$ cat src/pin_function_select_pkg.sv
// Constants, field layouts and carrier types for the pin function select block
package pin_function_select_pkg;

    // ----------------------------------------------------------------
    // Register offsets and reset values
    // ----------------------------------------------------------------
    localparam int          ADDR_W                  = 16;
    localparam logic [15:0] SERIAL_ROLE_SWITCH_OFS  = 16'h018C;
    localparam logic [15:0] INTERRUPT_PIN_ROUTE_OFS = 16'h018E;
    localparam logic [15:0] IO_FUNCTION_ROUTE_OFS   = 16'h018F;
    localparam logic [7:0]  SERIAL_ROLE_SWITCH_RST  = 8'h00;
    localparam logic [7:0]  INTERRUPT_PIN_ROUTE_RST = 8'h00;
    localparam logic [7:0]  IO_FUNCTION_ROUTE_RST   = 8'h00;

    // Bits that hold state; all others ignore writes and read zero
    localparam logic [7:0]  SERIAL_ROLE_SWITCH_MASK  = 8'h01;
    localparam logic [7:0]  INTERRUPT_PIN_ROUTE_MASK = 8'h0E;
    localparam logic [7:0]  IO_FUNCTION_ROUTE_MASK   = 8'hF8;

    // ----------------------------------------------------------------
    // Field positions
    // ----------------------------------------------------------------
    localparam int SERIAL_ROLE_SELECT_POS = 0;
    localparam int IRQ_ROUTE_LSB          = 1;
    localparam int IRQ_ROUTE_MSB          = 3;
    localparam int PORT_READ_SOURCE_POS   = 3;
    localparam int TWI_RATE_DOUBLE_POS    = 4;
    localparam int TWI_RATE_HALF_POS      = 5;
    localparam int DATA_DELAY_LSB         = 6;
    localparam int DATA_DELAY_MSB         = 7;

    // ----------------------------------------------------------------
    // Codes and counts
    // ----------------------------------------------------------------
    localparam logic [2:0] IRQ_FROM_P1_7   = 3'h0;
    localparam logic [2:0] IRQ_FROM_P1_5   = 3'h1;
    localparam logic [2:0] IRQ_FROM_P2_0   = 3'h2;
    localparam logic [1:0] DELAY_CODE_SHORT = 2'h0;
    localparam logic [1:0] DELAY_CODE_MID   = 2'h1;
    localparam int SDA_DELAY_SHORT = 3;
    localparam int SDA_DELAY_MID   = 11;
    localparam int SDA_DELAY_LONG  = 19;
    localparam int PORT_COUNT      = 5;
    localparam int PORT_WIDTH      = 8;
    localparam int EXEMPT_PORT     = 4;
    localparam int EXEMPT_BIT      = 2;
    localparam int TWI_SDA_IDX     = 1;

    // ----------------------------------------------------------------
    // Carrier types
    // ----------------------------------------------------------------
    typedef struct packed {
        logic [15:0] addr;
        logic [7:0]  wdata;
        logic        wr;
        logic        rd;
    } reg_req_type;

    typedef struct packed {
        logic out;
        logic oe_n;
    } pin_drive_type;

    localparam pin_drive_type PIN_RELEASED = '{out: 1'b1, oe_n: 1'b1};

    // Cycles of delay for a code; the forbidden code falls on the longest
    function automatic int sda_delay_cycles(input logic [1:0] code);
        if (code == DELAY_CODE_SHORT) begin
            return SDA_DELAY_SHORT;
        end else if (code == DELAY_CODE_MID) begin
            return SDA_DELAY_MID;
        end
        return SDA_DELAY_LONG;
    endfunction

endpackage

$ cat src/sda_delay_line.sv
// Selectable digital delay line for the data line drive
`timescale 1ns/1ps
module sda_delay_line
    import pin_function_select_pkg::*;
#(
    parameter int DEPTH = SDA_DELAY_LONG
) (
    // Clock and reset
    input  wire logic          mclk,
    input  wire logic          reset,
    // Drive in, code, drive out
    input  wire pin_drive_type din,
    input  wire logic [1:0]    code,
    output pin_drive_type      dout
);

    pin_drive_type shift_ff [0:DEPTH-2];
    logic [4:0]    tap;

    // Tap k is k+1 cycles late; the caller's output flop adds the last one
    always_ff @(posedge mclk) begin
        if (reset) begin
            for (int i = 0; i < DEPTH - 1; i++) begin
                shift_ff[i] <= PIN_RELEASED;
            end
        end else begin
            shift_ff[0] <= din;
            for (int i = 1; i < DEPTH - 1; i++) begin
                shift_ff[i] <= shift_ff[i-1];
            end
        end
    end

    assign tap  = 5'(sda_delay_cycles(code) - 2);
    assign dout = shift_ff[tap];

endmodule

$ cat src/pin_function_select.sv
// Pin function select: serial role switch, interrupt routing, port read source
//
// Implementation choice: the strobed register port.
`timescale 1ns/1ps

module pin_function_select
    import pin_function_select_pkg::*;
#(
    parameter int SHARED_W = 2,
    parameter int PERIOD_W = 12
) (
    // Clock and reset
    input  wire logic                            mclk,
    input  wire logic                            reset,
    // Register port
    input  wire reg_req_type                     bus_req,
    output logic [7:0]                           bus_rdata,
    // Shared serial pins
    input  wire logic [SHARED_W-1:0]             shared_pin_in,
    output pin_drive_type [SHARED_W-1:0]         shared_pin_drive,
    // Serial units
    input  wire pin_drive_type [SHARED_W-1:0]    ssu_drive,
    input  wire pin_drive_type [SHARED_W-1:0]    twi_drive,
    output logic [SHARED_W-1:0]                  ssu_pin_in,
    output logic [SHARED_W-1:0]                  twi_pin_in,
    // Interrupt one candidate pins and routed input
    input  wire logic                            irq_pin_p1_7,
    input  wire logic                            irq_pin_p1_5,
    input  wire logic                            irq_pin_p2_0,
    output logic                                 external_irq_one_n,
    // Port read path
    input  wire logic [PORT_COUNT*PORT_WIDTH-1:0] port_pin_level,
    input  wire logic [PORT_COUNT*PORT_WIDTH-1:0] port_latch,
    input  wire logic [PORT_COUNT*PORT_WIDTH-1:0] port_direction_reg,
    output logic [PORT_COUNT*PORT_WIDTH-1:0]      port_read_value,
    // Two-wire rate
    input  wire logic [PERIOD_W-1:0]             twi_base_period,
    output logic [PERIOD_W:0]                    twi_rate_period,
    output logic                                 twi_rate_tick
);

    localparam int PORT_BITS = PORT_COUNT * PORT_WIDTH;
    localparam int SYNC_W    = SHARED_W + 3 + PORT_BITS;
    localparam int EXEMPT_IX = EXEMPT_PORT * PORT_WIDTH + EXEMPT_BIT;

    // ----------------------------------------------------------------
    // Helpers
    // ----------------------------------------------------------------
    function automatic logic port_bit_read(input logic src, input logic dir,
                                           input logic pin, input logic latch);
        return (src || !dir) ? pin : latch;
    endfunction

    // Forbidden codes leave the interrupt input idle rather than picking a pin
    function automatic logic route_irq(input logic [2:0] code, input logic p17,
                                       input logic p15, input logic p20);
        if (code == IRQ_FROM_P1_7) begin
            return p17;
        end else if (code == IRQ_FROM_P1_5) begin
            return p15;
        end else if (code == IRQ_FROM_P2_0) begin
            return p20;
        end
        return 1'b1;
    endfunction

    // Both bits set is undefined; we keep the divider rate then
    function automatic logic [PERIOD_W:0] rate_period(input logic dbl, input logic half,
                                                      input logic [PERIOD_W-1:0] base);
        logic [PERIOD_W:0] p;
        p = {1'b0, base};
        if (dbl && !half) begin
            p = p >> 1;
            if (p == '0 && base != '0) begin
                p = (PERIOD_W+1)'(1);
            end
        end else if (half && !dbl) begin
            p = {base, 1'b0};
        end
        return p;
    endfunction

    // ----------------------------------------------------------------
    // Input synchronisers
    // ----------------------------------------------------------------
    logic [SYNC_W-1:0] sync1_ff;
    logic [SYNC_W-1:0] sync2_ff;

    always_ff @(posedge mclk) begin
        if (reset) begin
            sync1_ff <= '1;
            sync2_ff <= '1;
        end else begin
            sync1_ff <= {shared_pin_in, irq_pin_p1_7, irq_pin_p1_5, irq_pin_p2_0,
                         port_pin_level};
            sync2_ff <= sync1_ff;
        end
    end

    logic [SHARED_W-1:0]  shared_sync;
    logic                 p17_sync;
    logic                 p15_sync;
    logic                 p20_sync;
    logic [PORT_BITS-1:0] pin_sync;

    assign {shared_sync, p17_sync, p15_sync, p20_sync, pin_sync} = sync2_ff;

    // ----------------------------------------------------------------
    // Registers
    // ----------------------------------------------------------------
    logic [7:0] serial_role_switch_ff;
    logic [7:0] interrupt_pin_route_ff;
    logic [7:0] io_function_route_ff;

    // Masking on write keeps unassigned bits at zero for good
    always_ff @(posedge mclk) begin
        if (reset) begin
            serial_role_switch_ff <= SERIAL_ROLE_SWITCH_RST;
        end else if (bus_req.wr && bus_req.addr == SERIAL_ROLE_SWITCH_OFS) begin
            serial_role_switch_ff <= bus_req.wdata & SERIAL_ROLE_SWITCH_MASK;
        end
    end

    // Routing is not guarded against change in flight; software must hold it
    always_ff @(posedge mclk) begin
        if (reset) begin
            interrupt_pin_route_ff <= INTERRUPT_PIN_ROUTE_RST;
        end else if (bus_req.wr && bus_req.addr == INTERRUPT_PIN_ROUTE_OFS) begin
            interrupt_pin_route_ff <= bus_req.wdata & INTERRUPT_PIN_ROUTE_MASK;
        end
    end

    always_ff @(posedge mclk) begin
        if (reset) begin
            io_function_route_ff <= IO_FUNCTION_ROUTE_RST;
        end else if (bus_req.wr && bus_req.addr == IO_FUNCTION_ROUTE_OFS) begin
            io_function_route_ff <= bus_req.wdata & IO_FUNCTION_ROUTE_MASK;
        end
    end

    logic       serial_role_select;
    logic [2:0] irq_route;
    logic       port_read_source;
    logic       twi_rate_double;
    logic       twi_rate_half;
    logic [1:0] data_line_delay;

    assign serial_role_select = serial_role_switch_ff[SERIAL_ROLE_SELECT_POS];
    assign irq_route          = interrupt_pin_route_ff[IRQ_ROUTE_MSB:IRQ_ROUTE_LSB];
    assign port_read_source   = io_function_route_ff[PORT_READ_SOURCE_POS];
    assign twi_rate_double    = io_function_route_ff[TWI_RATE_DOUBLE_POS];
    assign twi_rate_half      = io_function_route_ff[TWI_RATE_HALF_POS];
    assign data_line_delay    = io_function_route_ff[DATA_DELAY_MSB:DATA_DELAY_LSB];

    // ----------------------------------------------------------------
    // Read port
    // ----------------------------------------------------------------
    logic [7:0] rdata_ff;

    // Data stand for one cycle only; unmapped reads return zero
    always_ff @(posedge mclk) begin
        if (reset) begin
            rdata_ff <= 8'h00;
        end else if (!bus_req.rd) begin
            rdata_ff <= 8'h00;
        end else if (bus_req.addr == SERIAL_ROLE_SWITCH_OFS) begin
            rdata_ff <= serial_role_switch_ff;
        end else if (bus_req.addr == INTERRUPT_PIN_ROUTE_OFS) begin
            rdata_ff <= interrupt_pin_route_ff;
        end else if (bus_req.addr == IO_FUNCTION_ROUTE_OFS) begin
            rdata_ff <= io_function_route_ff;
        end else begin
            rdata_ff <= 8'h00;
        end
    end

    assign bus_rdata = rdata_ff;

    // ----------------------------------------------------------------
    // Shared pin switch
    // ----------------------------------------------------------------
    pin_drive_type [SHARED_W-1:0] twi_delayed;
    pin_drive_type [SHARED_W-1:0] pin_drive_ff;
    pin_drive_type                sda_delayed;

    // Only the data line is delayed; the clock line passes straight through
    always_comb begin
        twi_delayed = twi_drive;
        twi_delayed[TWI_SDA_IDX] = sda_delayed;
    end

    // Data line takes the delay line, so its total lag matches the code
    sda_delay_line #(
        .DEPTH (SDA_DELAY_LONG)
    ) u_sda_delay (
        .mclk  (mclk),
        .reset (reset),
        .din   (twi_drive[TWI_SDA_IDX]),
        .code  (data_line_delay),
        .dout  (sda_delayed)
    );

    always_ff @(posedge mclk) begin
        if (reset) begin
            pin_drive_ff <= {SHARED_W{PIN_RELEASED}};
        end else if (serial_role_select) begin
            pin_drive_ff <= twi_delayed;
        end else begin
            pin_drive_ff <= ssu_drive;
        end
    end

    assign shared_pin_drive = pin_drive_ff;
    // The unit that lost the pins sees an idle-high line
    assign ssu_pin_in = serial_role_select ? '1 : shared_sync;
    assign twi_pin_in = serial_role_select ? shared_sync : '1;

    // ----------------------------------------------------------------
    // Interrupt one routing
    // ----------------------------------------------------------------
    logic irq_one_ff;

    always_ff @(posedge mclk) begin
        if (reset) begin
            irq_one_ff <= 1'b1;
        end else begin
            irq_one_ff <= route_irq(irq_route, p17_sync, p15_sync, p20_sync);
        end
    end

    assign external_irq_one_n = irq_one_ff;

    // ----------------------------------------------------------------
    // Port read source
    // ----------------------------------------------------------------
    logic [PORT_BITS-1:0] port_read_ff;

    always_ff @(posedge mclk) begin
        if (reset) begin
            port_read_ff <= '0;
        end else begin
            for (int i = 0; i < PORT_BITS; i++) begin
                port_read_ff[i] <= port_bit_read((i == EXEMPT_IX) ? 1'b0 : port_read_source,
                                                 port_direction_reg[i], pin_sync[i],
                                                 port_latch[i]);
            end
        end
    end

    assign port_read_value = port_read_ff;

    // ----------------------------------------------------------------
    // Two-wire rate
    // ----------------------------------------------------------------
    logic [PERIOD_W:0] period_ff;
    logic [PERIOD_W:0] rate_cnt_ff;
    logic              tick_ff;

    always_ff @(posedge mclk) begin
        if (reset) begin
            period_ff <= '0;
        end else begin
            period_ff <= rate_period(twi_rate_double, twi_rate_half,
                                     twi_base_period);
        end
    end

    // A zero period halts the tick rather than wrapping the counter
    always_ff @(posedge mclk) begin
        if (reset || period_ff == '0) begin
            rate_cnt_ff <= '0;
            tick_ff     <= 1'b0;
        end else if (rate_cnt_ff >= period_ff - 1'b1) begin
            rate_cnt_ff <= '0;
            tick_ff     <= 1'b1;
        end else begin
            rate_cnt_ff <= rate_cnt_ff + 1'b1;
            tick_ff     <= 1'b0;
        end
    end

    assign twi_rate_period = period_ff;
    assign twi_rate_tick   = tick_ff;
endmodule

$ cat config.mk
export PLATFORM = sky130hd
export DESIGN_NAME = pin_function_select
export DESIGN_NICKNAME = d
export VERILOG_FILES = /design/src/pin_function_select_pkg.sv /design/src/sda_delay_line.sv /design/src/pin_function_select.sv
export SDC_FILE = /design/constraint.sdc
export NUM_CORES = 1
export LEC_CHECK = 0
export BUFFER_PORTS_ARGS = -buffer_cell sky130_fd_sc_hd__buf_2
export CORE_MARGIN = 5
export CORE_UTILIZATION = 45
export DETAILED_ROUTE_END_ITERATION = 7
export MAX_ROUTING_LAYER = met4
export PLACE_DENSITY_LB_ADDON = 0.15
export RECOVER_POWER = 50
export SYNTH_ARGS = -nofsm -noshare
export SYNTH_HDL_FRONTEND = slang
export SYNTH_SLANG_ARGS = --single-unit
$ cat constraint.sdc
create_clock -name mclk -period 2.77 [get_ports mclk]
set_input_delay 0 -clock mclk [delete_from_list [all_inputs] [get_ports mclk]]
set_output_delay 0 -clock mclk [all_outputs]
set_load 0.005 [all_outputs]
# Yosys cells after proc, flatten, opt, wreduce, memory -nomap -nowiden
# Memories as Yosys holds them, arrays and structs flattened.
# Cells that the tools add are included.
[op_classes] add_sub_neg=3 n_lt_le_gt_ge=1 eq_ne=6 muxes=83 bitwise=21 reduce_logical=97
[op_table] op="1-bit 2-to-1 mux" n=54
[op_table] op="16-bit by 9-bit == test with 1-bit output, second input constant" n=3
[op_table] op="1-bit zero test" n=41
[op_table] op="1-bit logical OR" n=40
[op_table] op="2-bit 2-to-1 mux" n=20
[op_table] op="13-bit zero test" n=2
[op_table] op="13-bit 2-to-1 mux" n=2
[op_table] op="4-bit 2-to-1 mux" n=5
[op_table] op="1-bit bitwise OR" n=18
[op_table] op="13-bit by 1-bit adder with 13-bit output, second input constant" n=1
[op_table] op="13-bit >= comparator" n=1
[op_table] op="13-bit by 1-bit subtractor with 13-bit output, second input constant" n=1
[op_table] op="12-bit nonzero test" n=1
[op_table] op="11-bit 2-to-1 mux" n=1
[op_table] op="1-bit logical AND" n=6
[op_table] op="2-bit OR reduction" n=3
[op_table] op="5-bit 2-to-1 mux" n=1
[op_table] op="5-bit OR reduction" n=1
[op_table] op="5-bit by 3-bit subtractor with 5-bit output, second input constant" n=1
[op_table] op="3-bit by 1-bit == test with 1-bit output, second input constant" n=1
[op_table] op="3-bit by 2-bit == test with 1-bit output, second input constant" n=1
[op_table] op="3-bit zero test" n=1
[op_table] op="1-bit NOT" n=3
[op_table] op="3-bit OR reduction" n=1
[op_table] op="2 further kinds" n=2
[word_totals] ff_bits=179 ram_bits=36 in_bits=173 out_inout_bits=71 elab_cells=229 n_memories=1
[mem_list] memory="u_sda_delay.shift_ff" depth=18 word_bits=2 rd=18 rd_ports_with_merged_regs=0 write_ports=18 line_no="sda_delay_line.sv:17" source="pin_drive_type shift_ff [0:DEPTH-2];"

# Depth between registers and ports, before layout
# Gate-level depths: netlist (run 1).
[depth] depth_word=7 depth_mapped=12 depth_no_buf=11

# By module
# Synthesis (run 1) repeated with hierarchy kept, for this count alone.
[unflattened] cells_unflattened=731 hier_area_um2=7668.6
[by_module_without_submodules] mod="pin_function_select" instances=1 cells_each=650 area_per_inst_um2=6651.4 seq_area_each_um2=3583.4
[by_module_without_submodules] mod="sda_delay_line" instances=1 cells_each=81 area_per_inst_um2=1017.2 seq_area_each_um2=720.7

# Worst setup path before layout (run 1)
# Ideal clock, no wire load.
[synth_path] path_kind="flip-flop to flip-flop" from="register period_ff[5], in the netlist twi_rate_period[5]" to="register rate_cnt_ff[10]" setup_time_ns=0.117 t_arrival_ns=2.468 t_required_ns=2.653 slack_ns=0.184 stages_incl_launch_ff=13 path_buffers=1 period_less_slack_ns=2.586 cell_sequence="dfxtp_1 nor4_4 nand2b_1 or3_1 nor3_2 xnor2_1 ha_1 nand4_1 nor4_1 nor3_1 o211ai_1 buf_2 nor2_1"
[synth_between] elab_chain_cells=3 elab_cells_between_ends=5 cone_classes="1 x add/sub; 1 x order compare; 3 x reduce/logical"
[synth_rtl] element="from (decl)" line_no="pin_function_select.sv:255" source="logic [PERIOD_W:0] period_ff;"
[synth_rtl] element="from (signal assigned)" line_no="pin_function_select.sv:263" source="period_ff <= rate_period(twi_rate_double, twi_rate_half,"
[synth_rtl] element="13-bit by 1-bit subtractor with 13-bit output / 13-bit zero test (equally long branches)" line_no="pin_function_select.sv:273, pin_function_select.sv:270"
[synth_rtl] element="13-bit >= comparator / 1-bit logical OR (equally long branches)" line_no="pin_function_select.sv:273, pin_function_select.sv:270"
[synth_rtl] element="2-bit OR reduction (no source line) (*)"
[synth_rtl] element="to (signal assigned)" line_no="pin_function_select.sv:277" source="rate_cnt_ff <= rate_cnt_ff + 1'b1;"
[synth_rtl] element="to (decl)" line_no="pin_function_select.sv:256" source="logic [PERIOD_W:0] rate_cnt_ff;"
# Every way passes the cells marked *; elsewhere a longest branch is shown, timed or not.
# A chain may end at the register's enable or synchronous reset.

# Worst setup path after layout (run 1)
[layout_path] from="register period_ff[7], in the netlist twi_rate_period[7]" to="register tick_ff, in the netlist twi_rate_tick"
[layout_between] elab_chain_cells=3 elab_cells_between_ends=5 cone_classes="1 x add/sub; 1 x order compare; 1 x mux; 2 x reduce/logical"
[layout_rtl] element="13-bit by 1-bit subtractor with 13-bit output" line_no="pin_function_select.sv:273" source="end else if (rate_cnt_ff >= period_ff - 1'b1) begin"
[layout_rtl] element="13-bit >= comparator" line_no="pin_function_select.sv:273"
[layout_rtl] element="1-bit 2-to-1 mux" line_no="pin_function_select.sv:273"
[layout_rtl] element="to (signal assigned)" line_no="pin_function_select.sv:272" source="tick_ff <= 1'b0;"
[layout_rtl] element="to (signal assigned)" line_no="pin_function_select.sv:275" source="tick_ff <= 1'b1;"
[layout_rtl] element="to (signal assigned)" line_no="pin_function_select.sv:278" source="tick_ff <= 1'b0;"
[layout_rtl] element="to (decl)" line_no="pin_function_select.sv:257" source="logic tick_ff;"
# Several ways; a longest one is shown, not always the timed one.

==> metrics.md, run 1 <==
| Metric | Value |
|---|---|
| Vias per cell | `around 4.6` |
| Layout cell share with drive strength beyond 1 | `0.330` |
| Buffers & Inverters on Critical Path | `1` |
| Worst hold slack | `0.0174 ns` |
| Seq/Total Area, Yosys | `0.562` |
| Worst EP arrival | `just over 3 ns` |
| Synth Register Bits | `roughly 220` |
| Reg2reg setup slack | `0.15 ns` |
| Crit end category | `flip-flop` |
| Min cycle time layout | `2.62 ns` |
| Number of flops mapped to enable cells by yosys | `0` |
| Syn nets | `919` |
| Nets | `1326` |
| Hold Fails Final Rpt | `0` |
| Max-Cap Viols | `0` |
| Max H-tree Level | `1` |
| Met2 Use GR | `0.336` |
| Met3 GRT Util | `0.0457` |
| HPWL Detailed | `around 12000 microns` |
| Delay-heaviest family, CP | `simple AND/OR/NAND/NOR gates` |
| Leak | `5.00 nW` |
| WL per Instance | `approximately 14 microns` |
| Worst setup SP type | `flip-flop` |
| Initial Util | `0.461` |
| Clock Latency Late Sink | `about 0.49 ns` |
| Mapped Cells | `roughly 730` |
| First-pass GRT wire length | `31800 microns` |
| Switching pwr | `roughly 0.0015 W` |
| Vias in the first global route | `6575` |
| Final setup violation count | `0` |
| GR Util All Layers | `0.199` |
| Final worst path period share | `0.948` |
| Tightest Hold Check Type | `primary input to flip-flop` |
| Die area | `0.0197 sq mm` |
| Mapped Area | `0.00766 sq mm` |
| Setup Skew | `0.00733 ns` |
| CTS tree | `yes` |
| Total CTS buffers | `23` |
| Critical setup path kind | `flip-flop to flip-flop` |
| FF-to-FF Start | `twi_rate_period[7]$_SDFF_PP0_` |
| Worst stage delay on the critical path | `around 0.35 ns` |
| Die H | `141 microns` |
| Die W | `141 microns` |
| Worst path cell trace | `nor4_4 > nand2b_1 > or3_4 > nor3_2 > xnor2_1 > ha_1 > nand4_1 > a311o_1 > o211ai_1 > buf_4 > and2_1` |
| GR peak layer | `met2` |
| Fmax | `0.381 GHz` |
| Critical Path Fanout Max | `7` |
| Global route overflow | `0` |
| CTS Buffer Depth | `3` |
| Warnings from Yosys | `0` |
| GRT met1 Usage | `0.241` |
| Max Transition Viols Final | `0` |
| R2R cell count | `11` |
| DR pass1 iterations | `4` |
| Reg2Reg Capture Point | `twi_rate_tick$_SDFF_PP0_` |
| Sum Neg Setup Slack | `0 ns` |
| Detailed-route DRC error count | `0` |
| Clock transition at path regs | `roughly 0.06 ns` |
| GPL Wtd Cong | `0.786` |
| CP startpoint | `twi_rate_period[7]$_SDFF_PP0_` |
| Worst Tran Pin Value | `0.922 ns` |
| Post-synth ARST share | `0` |
| Via count | `6345` |
| Area Overhead vs Synth | `49.9%` |
| Post-synthesis area per instance | `10.5 sq um` |
| Gate power share | `0.099` |
| Root Buffer | `clkbuf_16` |
| Critical path required time | `between 3 and 4 ns` |
| Number of top-level pins | `244` |
| Int Pwr | `0.00559 W` |
| Clock power share | `0.440` |
| Final ANT Viol Nets | `0` |
| CTS Sinks | `215` |
| Flop pwr share | `0.462` |
| Layout fillers | `1278` |
| CP max-delay cell | `dfxtp_1` |
| Initial antenna violation count | `1` |
| Site Rows | `47` |
| Critical Path Sink | `twi_rate_tick$_SDFF_PP0_` |
| 1st-iter DRT viols | `around 240` |
| Drt total wl | `19800 microns` |
| Switching share of total power | `0.209` |
| Pwr Density | `616 mW/mm^2` |
| Outcome | `finished clean` |
| Port Buf Inserts | `between 200 and 250` |
| Max VDD drop | `0.000495 V` |
| Worst path depth | `11` |
| Most used DFF post-synth | `dfxtp_1` |
| Slew margin rel. | `0.385` |
| Core area | `approximately 0.017 sq mm` |
| Synth cell types | `39` |
| Largest net degree at the start of global routing | `105` |
-- layout by cell type, fill, tap and decap left out, types with 9 or more instances in the layout --
master,instances
dfxtp_1,213
nor3_1,10
ha_1,15
nor2b_1,48
clkbuf_1,54
xnor2_1,14
mux2i_1,58
clkbuf_16,23
nand2_1,25
clkbuf_8,9
buf_2,193
nor2_1,81
or2_2,128
inv_1,11
a211oi_1,22
dlygate4sd3_1,165
-- worst min-delay path: cells and delay by family --
kind / cells / cell delay [ns]
mux: 1 / 0.20
buf+inv: 1 / 0.12
compound gates: 1 / 0.12
-- metal layers --
layer  vias to the layer above  wire length, microns
li1                       3212                     -
met1                      2894                  8490
met2                       206                  9510
met3                        33                  1430
met4                         0                   380
met5                         -                     0
-- stage by stage --
step	power (W)	util	cell area, sq um	cells	setup slack, ns
final	0.00708	0.690	11500	1376	0.145
after global routing	0.00736	0.690	11500	1375	-0.00115
after CTS	0.00713	0.691	11500	1371	0.0339
after detailed placement	0.00383	0.544	9050	1165	0.0693
after global placement	0.00382	0.544	9050	1165	0.122
after floorplan	0.00359	-	7660	731	0.184
-- registers in the layout, indices dropped and copies added (netlist names) --
name and count:
io_function_route_ff 5, shared_pin_drive 4, sync2_ff 45, twi_rate_tick 1, u_sda_delay.shift_ff 36, interrupt_pin_route_ff 3, external_irq_one_n 1, sync1_ff 45
port_read_value 40, bus_rdata 8, serial_role_switch_ff 1, rate_cnt_ff 13, twi_rate_period 13
-- Yosys cell counts, types with 5 or more instances --
master    count  area, sq um
or2_2       128          801
ha_1         15          188
inv_1        11         41.3
mux2i_1      58          581
nand2b_1      5         31.3
dfxtp_1     215         4300
nand3_1       8         40.0
nor2_1       82          308
nand2_1      25         93.8
nor2b_1      48          300
nor4_1        5         31.3
a211oi_1     22          165
buf_2         5         25.0
xnor2_1      14          123
xor2_1        8         70.1
clkbuf_1     26         97.6
nor3_1       11         55.1
-- power groups by stage --
stage	Combinational [W]	Clock, W	Sequential [W]
final	0.000697	0.00311	0.00327
after global routing	0.000765	0.00332	0.00328
after CTS	0.000688	0.00318	0.00326
after detailed placement	0.000498	0	0.00333
after global placement	0.000492	0	0.00333
after floorplan	0.000258	0	0.00333
-- worst min path at each step --
stage / slack, ns / endpoint / cells after the start / from
after floorplan: 0.08 / bus_rdata[0]$_SDFF_PP0_ / 1 / bus_req[11]
after global placement: 0.18 / sync1_ff[0]$_SDFF_PP1_ / 2 / port_pin_level[0]
after detailed placement: 0.18 / sync1_ff[36]$_SDFF_PP1_ / 2 / port_pin_level[36]
after CTS: 0.0007 / twi_rate_period[4]$_SDFF_PP0_ / 3 / twi_base_period[4]
after global routing: 0.03 / twi_rate_period[5]$_SDFF_PP0_ / 3 / twi_base_period[4]
final: 0.02 / twi_rate_period[3]$_SDFF_PP0_ / 3 / twi_base_period[4]
-- cell type report --
class | count | area, sq um | area share
diodes | 2 | 5.00 | 0.000436
clock inverters | 5 | 78.8 | 0.00686
clock buffers | 36 | 714 | 0.0622
inverters | 11 | 41.3 | 0.00359
repair buffers | 416 | 2880 | 0.251
flip-flops and latches | 215 | 4310 | 0.375
well taps | 220 | 275 | 0.0240
multi-input cells | 471 | 3190 | 0.278
-- logic make-up (layout without fill, tap and decap cells) --
group	Yosys count	in the layout	share of synthesized area
compound gates	40	40	0.0372
xor+xnor	22	22	0.0251
fa+ha+maj	15	15	0.0245
buf+inv	45	468	0.0256
flops	215	215	0.562
mux	58	58	0.0757
other cells	0	2	0
simple gates	336	336	0.250
-- what timing repair did --
item	CTS	global route
setup endpoints to repair	0	14
hold endpoints to repair	121	0
hold buffers	165	0
gates resized for setup	0	9
setup buffers	0	2
(Power assumes the default switching activity.)
==> inputs of run 2 (changes only) <==
- CORE_ASPECT_RATIO: not set -> 1.1
- REMOVE_ABC_BUFFERS: not set -> 1
==> run 2 against run 1 <==
  * Non-clock buffer count increased by 17
  * Global-route usage decreased by 0.37 points
  * Clock power decreased by 7.7%
  * Utilization decreased by 0.35 points
  * Power decreased by 3.3%
  * Largest cell class unchanged
==> metrics.md, run 2 (synthesized netlist as in run 1, its figures left out) <==
| Metric | Value |
|---|---|
| GPL Wtd Cong | `0.787 (+0.17%)` |
| Worst hold slack | `0.0369 ns (+0.0195 ns)` |
| Pwr Density | `590 mW/mm^2 (-4.2%)` |
| Via count | `6436 (+1.4%)` |
| Met3 GRT Util | `0.0322 (-0.0135)` |
| Area Overhead vs Synth | `51.3%` |
| Number of top-level pins | `244 (unchanged)` |
| Layout cell share with drive strength beyond 1 | `0.362 (+0.0317)` |
| Flop pwr share | `0.477 (+0.015)` |
| Max Transition Viols Final | `0 (unchanged)` |
| Site Rows | `50 (+6.4%)` |
| Delay-heaviest family, CP | `buffers and inverters` |
| Leak | `5.16 nW (+3.3%)` |
| Core area | `0.0169 sq mm (+1.5%)` |
| Nets | `1342 (+1.2%)` |
| Die H | `147 microns (+4.5%)` |
| Detailed-route DRC error count | `0 (unchanged)` |
| Vias per cell | `4.67 (+1.3%)` |
| Max-Cap Viols | `0 (unchanged)` |
| Clock power share | `0.419 (-0.021)` |
| Hold Fails Final Rpt | `0 (unchanged)` |
| Slew margin rel. | `0.136 (-0.249)` |
| Fmax | `0.377 GHz (-0.95%)` |
| DR pass1 iterations | `4 (unchanged)` |
| GRT met1 Usage | `0.223 (-0.0170)` |
| Clock Latency Late Sink | `0.49 ns (about the same)` |
| Most frequent cells in the layout | `buf_2, dfxtp_1, dlygate4sd3_1, or2_2, nor2_1` |
| Initial antenna violation count | `0 (-1)` |
| Root Buffer | `clkbuf_16` |
| Crit end category | `flip-flop` |
| Die W | `134 microns (-4.3%)` |
| Drt total wl | `19500 microns (-1.7%)` |
| Commonest non-fill, non-tap cell in the layout | `buf_2` |
| CTS Sinks | `215 (unchanged)` |
| Met2 Use GR | `0.348 (+0.0111)` |
| Max H-tree Level | `1 (unchanged)` |
| CTS Buffer Depth | `3 (unchanged)` |
| Max VDD drop | `0.000593 V (+20%)` |
| Initial Util | `0.454 (-0.00679)` |
| CTS tree | `yes` |
| Vias in the first global route | `6746 (+2.6%)` |
| GR peak layer | `met2` |
| Critical Path Fanout Max | `41 (+34)` |
| Critical setup path kind | `flip-flop to flip-flop` |
| Final worst path period share | `0.957 (+0.00909)` |
| 1st-iter DRT viols | `185 (-22%)` |
| Int Pwr | `0.00534 W (-4.5%)` |
| Die area | `0.0197 sq mm (about the same)` |
| Port Buf Inserts | `243 (unchanged)` |
| Worst path most repeated cell | `dlygate4sd3_1` |
| RSZ-0062 raised after global routing | `true` |
| Final setup violation count | `0 (unchanged)` |
| Worst setup SP type | `flip-flop` |
| Final ANT Viol Nets | `0 (unchanged)` |
| Setup Skew | `0.0120 ns (+0.00468 ns)` |
| Switching pwr | `0.00150 W (+1.4%)` |
| Largest net degree at the start of global routing | `89 (-15%)` |
| Outcome | `finished clean` |
| Buffers & Inverters on Critical Path | `2 (+1)` |
| CP max-delay cell | `dfxtp_2` |
| Clock transition at path regs | `0.07 ns (about the same)` |
| Layout fillers | `1305 (+2.1%)` |
| Worst Tran Pin Value | `1.30 ns (+0.374 ns)` |
| GR Util All Layers | `0.195 (-0.00372)` |
| Tightest Hold Check Type | `primary input to flip-flop` |
| Min cycle time layout | `2.65 ns (+0.0252 ns)` |
| Worst path cell trace | `nor2b_1 > mux2i_1 > dlygate4sd3_1 > nor2_1 > dlygate4sd3_1` |
| Worst Slack Setup Final | `0.120 ns (-0.0252 ns)` |
| Total CTS buffers | `22 (-4.3%)` |
| Worst stage delay on the critical path | `0.92 ns (+0.57 ns)` |
| Gate power share | `0.104 (+0.005)` |
| Worst EP arrival | `3.02 ns (-0.04 ns)` |
| Switching share of total power | `0.219 (+0.0101)` |
| HPWL Detailed | `11600 microns (-3.3%)` |
| WL per Instance | `14.1 microns (-1.8%)` |
| First-pass GRT wire length | `31300 microns (-1.8%)` |
| Critical path required time | `3.14 ns (-0.07 ns)` |
| Global route overflow | `0 (unchanged)` |
| DP Worst Slack | `0.0446 ns (-0.0247 ns)` |
## run 2: worst register-to-register path: stages (launching register included)
cell           delay [ns]
dfxtp_2              0.92
nor2b_1              0.19
mux2i_1              0.23
dlygate4sd3_1        0.57
nor2_1               0.04
dlygate4sd3_1        0.57
## run 2: stage by stage
step                power, W  area (sq um)  cells  TNS [ns]   util
floorplan            0.00355          7510    697         0      -
global placement     0.00381          9050   1155         0  0.536
detailed placement   0.00382          9050   1155         0  0.536
CTS                  0.00691         11600   1375         0  0.685
global route         0.00714         11600   1377    -0.114  0.687
finish               0.00684         11600   1378         0  0.687
## run 2: final timing paths
| kind | depth (start not counted) | end | from | slack [ns] |
|---|---|---|---|---|
| max | 5 | port_read_value[19]$_SDFF_PP0_ | io_function_route_ff[3]$_SDFFE_PP0P_ | 0.12 |
| min | 5 | interrupt_pin_route_ff[3]$_SDFFE_PP0P_ | bus_req[1] | 0.04 |
| max reg2reg | 5 | port_read_value[19]$_SDFF_PP0_ | io_function_route_ff[3]$_SDFFE_PP0P_ | 0.12 |
| min reg2reg | 1 | sync2_ff[41]$_SDFF_PP1_ | sync1_ff[41]$_SDFF_PP1_ | 0.40 |
## run 2: metal layers
metal / share of wire / vias to the layer above / routed length (microns)
met4: 0.027 / 0 / 518
met2: 0.51 / 191 / 9970
met1: 0.42 / 2964 / 8080
li1: - / 3231 / -
met3: 0.046 / 50 / 903
met5: 0 / - / 0
## run 2: what timing repair did
action                     CTS  global route
hold buffers               181             0
setup endpoints to repair    0            14
buffers inserted             0             1
gates resized for setup      0            13
hold endpoints to repair   121             0
## run 2: layout make-up
class,count,area [sq um],share of cell area
sequential,215,4310,0.371
multi-input combinational,471,3190,0.275
timing repair buffer,433,3090,0.266
clock buffer,30,622,0.0536
tap,208,260,0.0224
clock inverter,9,86.3,0.00744
inverter,11,41.3,0.00356
antenna,1,2.50,0.000216
## run 2: power by group through the flow
stage	clock (W)	combinational, W	sequential [W]
final	0.00287	0.000714	0.00326
after global routing	0.00308	0.000782	0.00327
after CTS	0.00295	0.000701	0.00326
after detailed placement	0	0.000494	0.00333
after global placement	0	0.000485	0.00332
after floorplan	0	0.000224	0.00333
==> inputs of run 3 (changes only) <==
- PLACE_DENSITY: not set -> 0.77
- PLACE_DENSITY_LB_ADDON: 0.15 -> not set
==> run 3 against run 2 <==
  * Combinational power is 2% higher
  * Utilization is essentially flat
  * Register-to-register slack worse by 0.03 ns
  * Non-clock buffer count down 8
  * Sequential power is essentially flat
  * Sequential share of layout area about the same
  * Die area unchanged
  * Global-route usage up 3.0 points
  * Hold slack got worse by 0.027 ns
  * Largest power group unchanged
  * Power grew 5.7%
  * Critical path depth grew 7
==> metrics.md, run 3 (synthesized netlist as in run 1, its figures left out) <==
| Metric | Value |
|---|---|
| Outcome | `finished clean` |
| First-pass GRT wire length | `35000 microns (+12%)` |
| Max Transition Viols Final | `0 (unchanged)` |
| Critical setup path kind | `flip-flop to flip-flop` |
| Commonest non-fill, non-tap cell in the layout | `buf_2` |
| Die area | `0.0197 sq mm (unchanged)` |
| Tightest Hold Check Type | `primary input to flip-flop` |
| Layout Cell Area excl Fill | `0.0116 sq mm (about the same)` |
| GR Util All Layers | `0.225 (+0.0302)` |
| Sequential standard cell area | `0.00431 sq mm (about the same)` |
| Vias in the first global route | `7224 (+7.1%)` |
| Global route overflow | `0 (unchanged)` |
| Min cycle time layout | `2.68 ns (+0.0251 ns)` |
| Worst Tran Pin Value | `1.46 ns (+0.163 ns)` |
| Via count | `6602 (+2.6%)` |
| Placed Area | `0.00907 sq mm (+0.19%)` |
| Most frequent cells in the layout | `buf_2, dfxtp_1, dlygate4sd3_1, or2_2, nor2_1` |
| Final setup violation count | `0 (unchanged)` |
| Clock transition at path regs | `0.07 ns (about the same)` |
| Final worst path period share | `0.966 (+0.00908)` |
| Crit end category | `flip-flop` |
| WL per Instance | `16.2 microns (+14%)` |
| Nets | `1335 (-0.52%)` |
| Worst EP arrival | `3.09 ns (+0.07 ns)` |
| Overall Power | `0.00723 W (+5.7%)` |
| Final ANT Viol Nets | `0 (unchanged)` |
| GPL Wtd Cong | `0.872 (+11%)` |
| Fmax | `0.374 GHz (-0.94%)` |
| Max H-tree Level | `1 (unchanged)` |
| RSZ-0062 raised after global routing | `true` |
| Vias per cell | `4.82 (+3.1%)` |
| Pwr Density | `623 mW/mm^2 (+5.7%)` |
| Initial antenna violation count | `2 (+2)` |
| Worst Slack Setup Final | `0.0949 ns (-0.0251 ns)` |
| FF-to-FF Start | `twi_rate_period[5]$_SDFF_PP0_` |
| Slew margin rel. | `0.0273 (-0.108)` |
| CP startpoint | `twi_rate_period[5]$_SDFF_PP0_` |
| Core area | `0.0169 sq mm (unchanged)` |
| Layout cell share with drive strength beyond 1 | `0.363 (+0.00163)` |
| 1st-iter DRT viols | `207 (+12%)` |
| Worst setup SP type | `flip-flop` |
| Critical path required time | `3.18 ns (+0.04 ns)` |
| Port Buf Inserts | `243 (unchanged)` |
| Layout fillers | `1193 (-8.6%)` |
| Initial Util | `0.454 (unchanged)` |
| Setup Skew | `0.0104 ns (-0.00164 ns)` |
| Total CTS buffers | `23 (+4.5%)` |
| Sum Neg Setup Slack | `0 ns (unchanged)` |
| Die W | `134 microns (unchanged)` |
| Detailed-route DRC error count | `0 (unchanged)` |
| Largest net degree at the start of global routing | `65 (-27%)` |
| Max VDD drop | `0.000642 V (+8.4%)` |
| CTS Sinks | `215 (unchanged)` |
| Hold Path Origin | `reset` |
| Hold Fails Final Rpt | `0 (unchanged)` |
| Critical Path Fanout Max | `8 (-80%)` |
| DP Worst Slack | `0.109 ns (+0.0646 ns)` |
| Final design utilization | `0.687 (about the same)` |
| Die H | `147 microns (unchanged)` |
| Drt total wl | `22200 microns (+14%)` |
| Site Rows | `50 (unchanged)` |
| Root Buffer | `clkbuf_16` |
| Clock Latency Late Sink | `0.49 ns (about the same)` |
| Max-Cap Viols | `0 (unchanged)` |
| Area Overhead vs Synth | `51.3% (about the same)` |
| CTS tree | `yes` |
| Leak | `5.16 nW (about the same)` |
| Number of top-level pins | `244 (unchanged)` |
| Multi-input gate area | `0.00319 sq mm (-0.16%)` |
| HPWL Detailed | `12500 microns (+8.2%)` |
| DR pass1 iterations | `4 (unchanged)` |
| CTS Buffer Depth | `3 (unchanged)` |
-- run 3: critical path: stages, from the launching register on --
cell and delay (ns):
dfxtp_2 0.34, nor4_4 0.30, nand2b_1 0.13, or3_4 0.37
nor2_2 0.11, xnor2_1 0.13, ha_1 0.26, o21ai_0 0.16
nor2_1 0.06, nor3_1 0.20, o211ai_1 0.18, buf_4 0.20
nor3b_2 0.17
-- run 3: final timing paths --
kind | endpoint | cells after the start | slack [ns]
hold reg to reg | sync2_ff[6]$_SDFF_PP1_ | 1 | 0.40
setup reg to reg | rate_cnt_ff[0]$_SDFF_PP0_ | 12 | 0.09
setup / recovery | rate_cnt_ff[0]$_SDFF_PP0_ | 12 | 0.09
hold / removal | serial_role_switch_ff[0]$_SDFFE_PP0P_ | 2 | 0.01
-- run 3: repair_timing --
action / in CTS / in global routing
hold buffers: 170 / 0
endpoints found under the hold margin: 121 / 0
resized for setup: 0 / 8
endpoints found under the setup margin: 0 / 14
setup buffers: 0 / 1
-- run 3: metrics by stage --
stage / cells / hold slack (ns)
floorplan: 697 / 0.0724
global placement: 1159 / 0.183
detailed placement: 1159 / 0.184
CTS: 1368 / 0.00763
global route: 1371 / 0.0471
finish: 1371 / 0.00994
-- run 3: layer usage --
metal	wire length, microns	up-vias	track usage
li1	-	3224	-
met1	8180	3055	0.232
met2	11800	228	0.405
met3	1040	95	0.0397
met4	1180	0	0.120
met5	0	-	-
-- run 3: layout make-up --
class                      count  area share
multi-input combinational    471       0.275
antenna                        2    0.000432
clock inverter                 7      0.0120
clock buffer                  32      0.0577
tap                          208      0.0224
inverter                      11     0.00356
timing repair buffer         425       0.257
sequential                   215       0.372
-- run 3: power by group --
group	total, W	internal (W)	switching [W]
logic	0.000729	0.000438	0.000291
clock network	0.00323	0.00205	0.00118
registers	0.00327	0.00322	0.0000499
